--- src/logic/sld_pkg.sv ---
// constants and register map for the load measurement and stall detection block
package sld_pkg;

  // ----------------------------------------
  // widths and measurement constants
  // ----------------------------------------
  localparam int LOAD_W    = 10;
  localparam int SENS_W    = 7;
  localparam int VEL_W     = 20;
  localparam int CALC_W    = 16;
  localparam int OFF_SHIFT = 4;
  localparam int FILT_CW   = 2;

  localparam logic [LOAD_W-1:0]        LOAD_MAX      = 10'h3FF;
  localparam logic [LOAD_W-1:0]        LOAD_RST      = 10'h3FF;
  localparam logic signed [CALC_W-1:0] CALC_LOAD_MAX = 16'sh03FF;
  localparam logic [FILT_CW-1:0]       FILT_LAST     = 2'h3;
  localparam logic signed [SENS_W-1:0] SENS_MAX      = 7'sh3F;
  localparam logic signed [SENS_W-1:0] SENS_RST      = 7'sh00;
  localparam logic [VEL_W-1:0]         VLOW_RST      = 20'h00000;
  localparam logic [VEL_W-1:0]         VHIGH_RST     = 20'hFFFFF;

  // ----------------------------------------
  // controller register map
  // ----------------------------------------
  localparam int ADDR_W = 8;
  localparam logic [ADDR_W-1:0] CTRL_OFS     = 8'h00;
  localparam logic [ADDR_W-1:0] SENS_OFS     = 8'h04;
  localparam logic [ADDR_W-1:0] VLOW_OFS     = 8'h08;
  localparam logic [ADDR_W-1:0] VHIGH_OFS    = 8'h0C;
  localparam logic [ADDR_W-1:0] STATUS_OFS   = 8'h10;
  localparam logic [ADDR_W-1:0] INT_STAT_OFS = 8'h14;
  localparam logic [ADDR_W-1:0] INT_EN_OFS   = 8'h18;
  localparam logic [ADDR_W-1:0] INT_CLR_OFS  = 8'h1C;

  localparam int CTRL_W         = 4;
  localparam int CTRL_FILT_BIT  = 0;
  localparam int CTRL_DIAGA_BIT = 1;
  localparam int CTRL_DIAGB_BIT = 2;
  localparam int CTRL_STOP_BIT  = 3;
  localparam int CTRL_TUNE_BIT  = 4;
  localparam int CTRL_RUN_BIT   = 5;
  localparam logic [CTRL_W-1:0] CTRL_RST = 4'h0;

  localparam int STAT_STOP_BIT = 16;
  localparam int STAT_TUNE_BIT = 17;

  localparam int INT_W         = 3;
  localparam int INT_STALL_BIT = 0;
  localparam int INT_TUNE_BIT  = 1;
  localparam int INT_UPD_BIT   = 2;
  localparam logic [INT_W-1:0] INT_RST = 3'h0;

  typedef enum logic [1:0] {
    TUNE_IDLE   = 2'b00,
    TUNE_SETTLE = 2'b01,
    TUNE_CHECK  = 2'b10
  } sld_tune_e;

endpackage

--- src/logic/sld_link_if.sv ---
// link between the stall detection device and its motion controller
`timescale 1ns/1ps
`default_nettype none
interface sld_link_if;
  logic                                    filter_en;
  logic                                    diag_sel_a;
  logic                                    diag_sel_b;
  logic signed [sld_pkg::SENS_W-1:0]       load_sensitivity_offset;
  logic        [sld_pkg::VEL_W-1:0]        lower_velocity_limit;
  logic        [sld_pkg::VEL_W-1:0]        upper_velocity_limit;
  logic        [sld_pkg::LOAD_W-1:0]       load_measure_value;
  logic                                    load_update;
  logic                                    diag_out_a;
  logic                                    diag_out_b;

  modport dev (
    input  filter_en,
    input  diag_sel_a,
    input  diag_sel_b,
    input  load_sensitivity_offset,
    input  lower_velocity_limit,
    input  upper_velocity_limit,
    output load_measure_value,
    output load_update,
    output diag_out_a,
    output diag_out_b
  );

  modport ctl (
    output filter_en,
    output diag_sel_a,
    output diag_sel_b,
    output load_sensitivity_offset,
    output lower_velocity_limit,
    output upper_velocity_limit,
    input  load_measure_value,
    input  load_update,
    input  diag_out_a,
    input  diag_out_b
  );
endinterface
`default_nettype wire

--- src/logic/sld_controller.sv ---
// controller end: apb registers, stall reaction, offset auto tuning, interrupt
`timescale 1ns/1ps
`default_nettype none
module sld_controller (
  input  wire logic                          pclk,
  input  wire logic                          presetn,
  input  wire logic                          psel,
  input  wire logic                          penable,
  input  wire logic                          pwrite,
  input  wire logic [sld_pkg::ADDR_W-1:0]    paddr,
  input  wire logic [31:0]                   pwdata,
  output logic      [31:0]                   prdata,
  output logic                               pready,
  output logic                               pslverr,
  output logic                               irq,
  output logic                               motor_stop,
  sld_link_if.ctl                            link
);

  // ----------------------------------------
  // state
  // ----------------------------------------
  logic [sld_pkg::CTRL_W-1:0]        ctrl_r;
  logic signed [sld_pkg::SENS_W-1:0] sens_r;
  logic signed [sld_pkg::SENS_W-1:0] sens_nxt;
  logic [sld_pkg::VEL_W-1:0]         vlow_r;
  logic [sld_pkg::VEL_W-1:0]         vhigh_r;
  logic [sld_pkg::INT_W-1:0]         int_stat_r;
  logic [sld_pkg::INT_W-1:0]         int_en_r;
  logic                              stop_r;
  logic [31:0]                       prdata_r;
  logic [2:0]                        syn_a_r;
  logic [2:0]                        syn_b_r;
  sld_pkg::sld_tune_e                tune_r;
  sld_pkg::sld_tune_e                tune_nxt;
  logic                              tune_done;

  // ----------------------------------------
  // bus decode
  // ----------------------------------------
  wire logic acc_ph;
  wire logic wr;
  wire logic rd_setup;
  wire logic hit_ctrl;
  wire logic hit_sens;
  wire logic hit_vlow;
  wire logic hit_vhigh;
  wire logic hit_status;
  wire logic hit_istat;
  wire logic hit_ien;
  wire logic hit_iclr;
  wire logic hit_any;
  wire logic [31:0] rd_mux;

  assign acc_ph     = psel & penable;
  assign wr         = acc_ph & pwrite;
  assign rd_setup   = psel & ~penable & ~pwrite;
  assign hit_ctrl   = (paddr == sld_pkg::CTRL_OFS);
  assign hit_sens   = (paddr == sld_pkg::SENS_OFS);
  assign hit_vlow   = (paddr == sld_pkg::VLOW_OFS);
  assign hit_vhigh  = (paddr == sld_pkg::VHIGH_OFS);
  assign hit_status = (paddr == sld_pkg::STATUS_OFS);
  assign hit_istat  = (paddr == sld_pkg::INT_STAT_OFS);
  assign hit_ien    = (paddr == sld_pkg::INT_EN_OFS);
  assign hit_iclr   = (paddr == sld_pkg::INT_CLR_OFS);
  assign hit_any    = hit_ctrl | hit_sens | hit_vlow | hit_vhigh |
                      hit_status | hit_istat | hit_ien | hit_iclr;

  assign rd_mux = hit_ctrl   ? {28'h0000000, ctrl_r} :
                  hit_sens   ? {{(32-sld_pkg::SENS_W){sens_r[sld_pkg::SENS_W-1]}}, sens_r} :
                  hit_vlow   ? {12'h000, vlow_r} :
                  hit_vhigh  ? {12'h000, vhigh_r} :
                  hit_status ? {14'h0000, (tune_r != sld_pkg::TUNE_IDLE), stop_r,
                                6'h00, link.load_measure_value} :
                  hit_istat  ? {29'h00000000, int_stat_r} :
                  hit_ien    ? {29'h00000000, int_en_r} :
                  32'h00000000;

  assign pready  = 1'b1;
  assign pslverr = acc_ph & ~hit_any;
  assign prdata  = prdata_r;

  // ----------------------------------------
  // stall pins and events
  // ----------------------------------------
  wire logic stall_evt;
  wire logic tune_go;
  wire logic run_clr;
  wire logic [sld_pkg::INT_W-1:0] ev;
  wire logic [sld_pkg::INT_W-1:0] clr_mask;

  // diag pins pass two flops; third flop only for the rising edge
  assign stall_evt = (syn_a_r[1] & ~syn_a_r[2]) | (syn_b_r[1] & ~syn_b_r[2]);
  assign tune_go   = wr & hit_ctrl & pwdata[sld_pkg::CTRL_TUNE_BIT];
  assign run_clr   = wr & hit_ctrl & pwdata[sld_pkg::CTRL_RUN_BIT];
  assign clr_mask  = (wr & hit_iclr) ? pwdata[sld_pkg::INT_W-1:0] : '0;

  assign ev[sld_pkg::INT_STALL_BIT] = stall_evt;
  assign ev[sld_pkg::INT_TUNE_BIT]  = tune_done;
  assign ev[sld_pkg::INT_UPD_BIT]   = link.load_update;

  assign irq        = |(int_stat_r & int_en_r);
  assign motor_stop = stop_r;

  // ----------------------------------------
  // offset auto tuning
  // ----------------------------------------
  // tuning forces the filter on and ignores one update after each offset change
  always_comb begin
    tune_nxt  = tune_r;
    sens_nxt  = sens_r;
    tune_done = 1'b0;
    case (tune_r)
      sld_pkg::TUNE_IDLE: begin
        if (tune_go) begin
          sens_nxt = sld_pkg::SENS_RST;
          tune_nxt = sld_pkg::TUNE_SETTLE;
        end else if (wr & hit_sens) begin
          sens_nxt = pwdata[sld_pkg::SENS_W-1:0];
        end
      end
      sld_pkg::TUNE_SETTLE: begin
        if (link.load_update) begin
          tune_nxt = sld_pkg::TUNE_CHECK;
        end
      end
      sld_pkg::TUNE_CHECK: begin
        if (link.load_update) begin
          if (link.load_measure_value == '0 && sens_r != sld_pkg::SENS_MAX) begin
            sens_nxt = sens_r + 7'sh01;
            tune_nxt = sld_pkg::TUNE_SETTLE;
          end else begin
            // keep the highest offset that still read zero
            if (link.load_measure_value != '0 && sens_r != sld_pkg::SENS_RST) begin
              sens_nxt = sens_r - 7'sh01;
            end
            tune_nxt  = sld_pkg::TUNE_IDLE;
            tune_done = 1'b1;
          end
        end
      end
      default: begin
        tune_nxt = sld_pkg::TUNE_IDLE;
      end
    endcase
  end

  // ----------------------------------------
  // registers
  // ----------------------------------------
  always_ff @(posedge pclk or negedge presetn) begin
    if (!presetn) begin
      ctrl_r   <= sld_pkg::CTRL_RST;
      vlow_r   <= sld_pkg::VLOW_RST;
      vhigh_r  <= sld_pkg::VHIGH_RST;
      int_en_r <= sld_pkg::INT_RST;
      prdata_r <= 32'h00000000;
    end else begin
      if (wr & hit_ctrl) ctrl_r <= pwdata[sld_pkg::CTRL_W-1:0];
      if (wr & hit_vlow) vlow_r <= pwdata[sld_pkg::VEL_W-1:0];
      if (wr & hit_vhigh) vhigh_r <= pwdata[sld_pkg::VEL_W-1:0];
      if (wr & hit_ien) int_en_r <= pwdata[sld_pkg::INT_W-1:0];
      if (rd_setup) prdata_r <= rd_mux;
    end
  end

  always_ff @(posedge pclk or negedge presetn) begin
    if (!presetn) begin
      sens_r     <= sld_pkg::SENS_RST;
      tune_r     <= sld_pkg::TUNE_IDLE;
      int_stat_r <= sld_pkg::INT_RST;
      stop_r     <= 1'b0;
      syn_a_r    <= 3'h0;
      syn_b_r    <= 3'h0;
    end else begin
      sens_r     <= sens_nxt;
      tune_r     <= tune_nxt;
      int_stat_r <= (int_stat_r & ~clr_mask) | ev;
      // stop on a single pulse; a new stall wins over the run release
      stop_r     <= (stop_r & ~run_clr) | (stall_evt & ctrl_r[sld_pkg::CTRL_STOP_BIT]);
      syn_a_r    <= {syn_a_r[1:0], link.diag_out_a};
      syn_b_r    <= {syn_b_r[1:0], link.diag_out_b};
    end
  end

  // ----------------------------------------
  // link drive
  // ----------------------------------------
  assign link.filter_en = ctrl_r[sld_pkg::CTRL_FILT_BIT] |
                          (tune_r != sld_pkg::TUNE_IDLE);
  assign link.diag_sel_a              = ctrl_r[sld_pkg::CTRL_DIAGA_BIT];
  assign link.diag_sel_b              = ctrl_r[sld_pkg::CTRL_DIAGB_BIT];
  assign link.load_sensitivity_offset = sens_r;
  assign link.lower_velocity_limit    = vlow_r;
  assign link.upper_velocity_limit    = vhigh_r;

endmodule
`default_nettype wire

--- src/flat_wrapper.sv ---
// flat-port wrapper written by rule: the top's interface ports become plain ports
module sld_controller_flat 
  (pclk, presetn, psel, penable, pwrite, paddr, pwdata, prdata, pready, pslverr, irq, motor_stop, link_filter_en, link_diag_sel_a, link_diag_sel_b, link_load_sensitivity_offset, link_lower_velocity_limit, link_upper_velocity_limit, link_load_measure_value, link_load_update, link_diag_out_a, link_diag_out_b);
  sld_link_if link_i ();
  input  wire logic pclk;
  input  wire logic presetn;
  input  wire logic psel;
  input  wire logic penable;
  input  wire logic pwrite;
  input  wire logic [sld_pkg::ADDR_W-1:0] paddr;
  input  wire logic [31:0] pwdata;
  output logic      [31:0] prdata;
  output logic pready;
  output logic pslverr;
  output logic irq;
  output logic motor_stop;
  output wire logic [$bits(link_i.filter_en)-1:0] link_filter_en;
  output wire logic [$bits(link_i.diag_sel_a)-1:0] link_diag_sel_a;
  output wire logic [$bits(link_i.diag_sel_b)-1:0] link_diag_sel_b;
  output wire logic [$bits(link_i.load_sensitivity_offset)-1:0] link_load_sensitivity_offset;
  output wire logic [$bits(link_i.lower_velocity_limit)-1:0] link_lower_velocity_limit;
  output wire logic [$bits(link_i.upper_velocity_limit)-1:0] link_upper_velocity_limit;
  input wire logic [$bits(link_i.load_measure_value)-1:0] link_load_measure_value;
  input wire logic [$bits(link_i.load_update)-1:0] link_load_update;
  input wire logic [$bits(link_i.diag_out_a)-1:0] link_diag_out_a;
  input wire logic [$bits(link_i.diag_out_b)-1:0] link_diag_out_b;
  assign link_filter_en = link_i.filter_en;
  assign link_diag_sel_a = link_i.diag_sel_a;
  assign link_diag_sel_b = link_i.diag_sel_b;
  assign link_load_sensitivity_offset = link_i.load_sensitivity_offset;
  assign link_lower_velocity_limit = link_i.lower_velocity_limit;
  assign link_upper_velocity_limit = link_i.upper_velocity_limit;
  assign link_i.load_measure_value = link_load_measure_value;
  assign link_i.load_update = link_load_update;
  assign link_i.diag_out_a = link_diag_out_a;
  assign link_i.diag_out_b = link_diag_out_b;
  sld_controller u_core (.pclk(pclk), .presetn(presetn), .psel(psel), .penable(penable), .pwrite(pwrite), .paddr(paddr), .pwdata(pwdata), .prdata(prdata), .pready(pready), .pslverr(pslverr), .irq(irq), .motor_stop(motor_stop), .link(link_i));
endmodule
--- config.mk ---
export PLATFORM = sky130hd
export DESIGN_NAME = sld_controller_flat
export DESIGN_NICKNAME = d
export VERILOG_FILES = /design/src/logic/sld_pkg.sv /design/src/logic/sld_link_if.sv /design/src/logic/sld_controller.sv /design/src/flat_wrapper.sv
export SDC_FILE = /design/constraint.sdc
export NUM_CORES = 1
export LEC_CHECK = 0
export BUFFER_PORTS_ARGS = -buffer_cell sky130_fd_sc_hd__buf_2
export CORE_ASPECT_RATIO = 1.2
export CORE_MARGIN = 3
export CORE_UTILIZATION = 27
export CTS_CLUSTER_DIAMETER = 80
export DETAILED_ROUTE_END_ITERATION = 10
export SLEW_MARGIN = 20
export SYNTH_ARGS = -nofsm -noshare
export SYNTH_HDL_FRONTEND = slang
export SYNTH_SLANG_ARGS = --single-unit
--- constraint.sdc ---
create_clock -name pclk -period 2 [get_ports pclk]
set_input_delay 0.2 -clock pclk [delete_from_list [all_inputs] [get_ports pclk]]
set_output_delay 0.2 -clock pclk [all_outputs]
set_load 0.005 [all_outputs]
==> impl.org <==
** Finish
- Layout overhead on the synthesized area :: 36.2%
- Antenna Cells :: 0
- The multi-input combinational cells in the finished layout cover a total of about 2100 um2.
- Fin area :: 5990 um2
- Storage element area :: 2200 um2
- After filler insertion, the fill cell instance count of the layout stands at around 1600.
- Total number of nets in the final design :: 630
- The post-route netlist has approximately half of its cells at a drive strength greater than 1.

** Synth
- XOR/XNOR share of the synthesized area :: less than 1%
- Yosys instantiated no cell more often than sky130_fd_sc_hd__dfrtp_1.
- Synthesized area per cell :: about 11 um2
- By area the synthesized netlist is led by sky130_fd_sc_hd__dfrtp_1 38%, sky130_fd_sc_hd__dfstp_2 12%, sky130_fd_sc_hd__mux2_2 8.7%, sky130_fd_sc_hd__mux2_4 6.8%, sky130_fd_sc_hd__nand2_1 3.2%.
- Summing every instance area after synthesis gives 4400 um2.
- Of the total synthesized cell area, the portion taken by full adders, half adders and majority gates is about 1.9%.
- Synthesized net count :: between 400 and 500
- Dominant synthesized flop cell :: sky130_fd_sc_hd__dfrtp_1
- Unique cell type count in the Yosys netlist :: 53
- Ranked by instance count, the synthesized netlist is headed by 67 x sky130_fd_sc_hd__dfrtp_1, 37 x sky130_fd_sc_hd__nand2_1, 34 x sky130_fd_sc_hd__mux2_2, 31 x sky130_fd_sc_hd__nor2_1, 23 x sky130_fd_sc_hd__a21oi_1.
- Register bit total from synthesis :: 87
- In this run the biggest area consumer among cell types represents roughly two fifths of the synthesized area.
- Synth warn :: 0
- Synthesis produced a netlist whose cell count is about 400.
- Async S/R FF share, synth :: between 90% and 100%
- Simple-gate area share of the yosys netlist :: 11.5%
- EDFF count, synth :: 0
- Mux share of post-synthesis cell area :: about 16%
- The share of the Yosys chip area taken by registers is around half.
- Main combinational cell family by area after synthesis :: multiplexers
- Post-synth top area cell :: sky130_fd_sc_hd__dfrtp_1
- Area fraction in compound gates after synthesis :: 15.5%

** Flow run
- Number of violations of the max-capacitance limit :: 0

** Detailed routing
- After detailed routing, the total wire length is 14.5 mm.
- For this block, the initial DRC count from the detailed router was 150.
- Routed length per placed instance :: around 19 um
- The first detailed-routing pass took 5 iterations.
- In this run the remaining antenna-violating nets after routing total 0.
- Total vias in the final route :: roughly 3900
- In the routed design, unresolved DRC markers number 0.
- Via-per-instance ratio :: 4.96

** STA
- The final critical path takes up 108% of the cycle.
- Once routing completed, OpenROAD measured the worst setup slack at -0.150 ns.
- The number of endpoints with negative hold slack in the final report is 0.
- Final setup fails :: 4
- Final hold analysis gives a worst-case slack of 0.104 ns.
- The total count of max-transition violations in the final report is 0.
- After layout, the minimum clock period comes to roughly 2.2 ns.
- Timing would allow up to between 400 and 500 MHz.
- Between clock sinks in the finished design, the worst skew comes to 0.00488 ns.
- Setup repair after global routing could not meet its margin everywhere.

** Die
- 144 I/O pins were placed.
- After floorplanning, the core was divided into 50 placement rows.
- In this run the standard cell core region covers around 16000 um2.
- In this run the horizontal extent of the chip is between 100 and 150 um.
- Total Die Area :: roughly 18000 um2
- Effective utilization at floorplan :: between 20% and 30%
- Chip height :: approximately 150 um

** Setup path
- Highest fanout seen on the critical path :: 6
- Critical R2R Launch :: u_core.link.load_sensitivity_offset[2]
- Crit path kind :: reg2reg
- Critical path data required time :: between 2 and 2.5 ns
- Measured in cells, the most critical reg-to-reg path has a length of 8.
- For flop-to-flop paths, the worst setup slack is -0.15 ns.
- Critical register-to-register path endpoint :: u_core.link.load_sensitivity_offset[6]
- STA classifies the critical path endpoint as a flop.
- The worst setup path is launched from a flop.
- Arrival time of the worst setup path :: 2.35 ns

** Power
- Power per cell area :: about 630 nW/um2
- IR analysis of the VDD net gives a maximum drop of 0.000342 V.
- For this design the static power due to leakage is between 3 and 4 nW.

** GRT
- First-pass GRT wire length :: between 20 and 25 mm
- Antenna violations before repair :: 0
- The number of global-route vias before repair was a little over 4000.
- Sum of overflow across all layers after global routing :: 0
- Pin count of the biggest net entering global routing :: 40
- Global routing consumed, over all layers together, between 15 and 20% of the routing resources.

** Hold path
- End point of the most critical hold path :: u_core.link.lower_velocity_limit[12]
- In this run the most critical hold path is launched from pwdata[12].
- The tightest min-delay check is of the in2reg type.
- The worst hold path passes through 2 cells.

** Clock tree
- CTS clk-pin slew, worst paths :: roughly 0.060 ns
- TritonCTS built the clock tree.
- The clock passes through at most 2 buffers.
- The H-tree was split into 3 levels.
- Clk Latency, worst-skew pair :: 0.34 ns
- Clock tree synthesis selected as its root buffer the cell sky130_fd_sc_hd__clkbuf_16.
- Sink Count :: 87
- Number of buffers inserted during clock tree synthesis :: 9

** Placed design
- After legalization and detailed placement, the total HPWL measured 11.1 mm.
- Dpl cell area :: around 5600 um2
- The congestion estimate from routability-driven global placement came to 0.912.
- Count of input and output buffers :: 130

** Outcome
- The final reports fail on setup timing.
- The flow ran to the end, but the final reports show violations.
sequential cells by signal, indices dropped and copies added, names as in the netlist:
register	flops
u_core.motor_stop	1
u_core.int_stat_r	3
u_core.int_en_r	3
u_core.tune_r	2
u_core.syn_b_r	3
u_core.link.lower_velocity_limit	20
u_core.syn_a_r	3
u_core.ctrl_r	4
u_core.link.load_sensitivity_offset	7
u_core.prdata	21
u_core.link.upper_velocity_limit	20
metrics by stage:
stage	utilization (%)	setup TNS, ns	instances	setup slack [ns]	power (W)
floorplan	-	-0.372	398	-0.140	0.00201
global placement	35.8	-3.11	759	-0.320	0.00225
detailed placement	35.8	-2.96	759	-0.347	0.00226
CTS	37.9	-0.378	777	-0.134	0.00381
global route	38.0	-0.828	778	-0.234	0.00394
finish	38.0	-0.463	778	-0.150	0.00376
cell usage in the layout, fill, tap and decap left out, types with 3 or more instances in the layout:
cell	Yosys	final
sky130_fd_sc_hd__a21oi_1	23	22
sky130_fd_sc_hd__nor2_1	31	31
sky130_fd_sc_hd__mux2_2	34	33
sky130_fd_sc_hd__a41oi_1	3	3
sky130_fd_sc_hd__nor3_1	8	8
sky130_fd_sc_hd__o21ai_0	21	19
sky130_fd_sc_hd__dfstp_2	20	20
sky130_fd_sc_hd__dfrtp_1	67	66
sky130_fd_sc_hd__buf_2	3	129
sky130_fd_sc_hd__o31ai_1	11	11
sky130_fd_sc_hd__a211oi_2	0	4
sky130_fd_sc_hd__nand2b_1	3	3
sky130_fd_sc_hd__a211oi_1	7	3
sky130_fd_sc_hd__nor2b_1	3	3
sky130_fd_sc_hd__a21o_1	4	4
sky130_fd_sc_hd__o22ai_1	7	7
sky130_fd_sc_hd__mux2_4	20	21
sky130_fd_sc_hd__ha_4	0	4
sky130_fd_sc_hd__dlygate4sd3_1	0	3
sky130_fd_sc_hd__inv_1	7	7
sky130_fd_sc_hd__and3_1	5	5
sky130_fd_sc_hd__or3_1	4	4
sky130_fd_sc_hd__a22o_1	9	9
sky130_fd_sc_hd__clkinv_2	0	3
sky130_fd_sc_hd__buf_4	12	53
sky130_fd_sc_hd__clkbuf_16	0	9
sky130_fd_sc_hd__nand2_1	37	37
worst max-delay path, stage by stage, from the launching register on:
cell and delay, ns:
sky130_fd_sc_hd__dfrtp_2 0.40, sky130_fd_sc_hd__and4_4 0.21, sky130_fd_sc_hd__a41o_4 0.27, sky130_fd_sc_hd__fa_2 0.40, sky130_fd_sc_hd__a211oi_2 0.23, sky130_fd_sc_hd__o21bai_1 0.09, sky130_fd_sc_hd__a21oi_1 0.18, sky130_fd_sc_hd__or3_1 0.13
sky130_fd_sc_hd__a41oi_1 0.11
worst max-delay path by stage:
stage | startpoint | to | slack [ns] | cells after the start
global placement | link_load_measure_value[9] | u_core.link.load_sensitivity_offset[6] | -0.32 | 10
finish | u_core.link.load_sensitivity_offset[2] | u_core.link.load_sensitivity_offset[6] | -0.15 | 8
CTS | u_core.link.load_sensitivity_offset[2] | u_core.link.load_sensitivity_offset[6] | -0.13 | 8
detailed placement | link_load_measure_value[5] | u_core.link.load_sensitivity_offset[5] | -0.35 | 10
floorplan | link_load_measure_value[9] | u_core.link.load_sensitivity_offset[4] | -0.14 | 8
global route | u_core.link.load_sensitivity_offset[2] | u_core.link.load_sensitivity_offset[6] | -0.23 | 8
power by group:
part	internal, W	switching (W)	total (W)
Combinational	0.000181	0.000225	0.000406
Clock	0.000862	0.000664	0.00153
Sequential	0.00180	0.0000285	0.00183
cell type report:
cell class,count,share of cell area [%]
clock buffer,11,4.05
timing repair buffer,187,18.6
multi-input combinational,274,35.5
tap,208,4.34
sequential,87,36.8
clock inverter,4,0.376
inverter,7,0.438
metal layers:
metal  routed length, um  track usage [%]  vias to the layer above
li1                    -                -                     1778
met1                5960             20.5                     1914
met2                7120             27.2                      134
met3                 864             3.42                       32
met4                 575             8.40                        0
met5                   0                0                        -
cells by family after synthesis:
family                     count (synthesis)
and+or+nand+nor                          108
muxes                                     56
buffers and inverters                     37
other                                      1
AOI/OAI and AO/OA                        102
adders and majority gates                  6
xor gates and xnor gates                   1
DFF                                       87
repair_timing:
| item | CTS | global route |
|---|---|---|
| resized for setup | 6 | 1 |
| pin swaps | 5 | 2 |
| hold buffers | 3 | 0 |
| endpoints found under the hold margin | 17 | 0 |
| buffers inserted | 0 | 1 |
| endpoints found under the setup margin | 6 | 6 |
No activity file was read; power rests on OpenSTA's default activity.
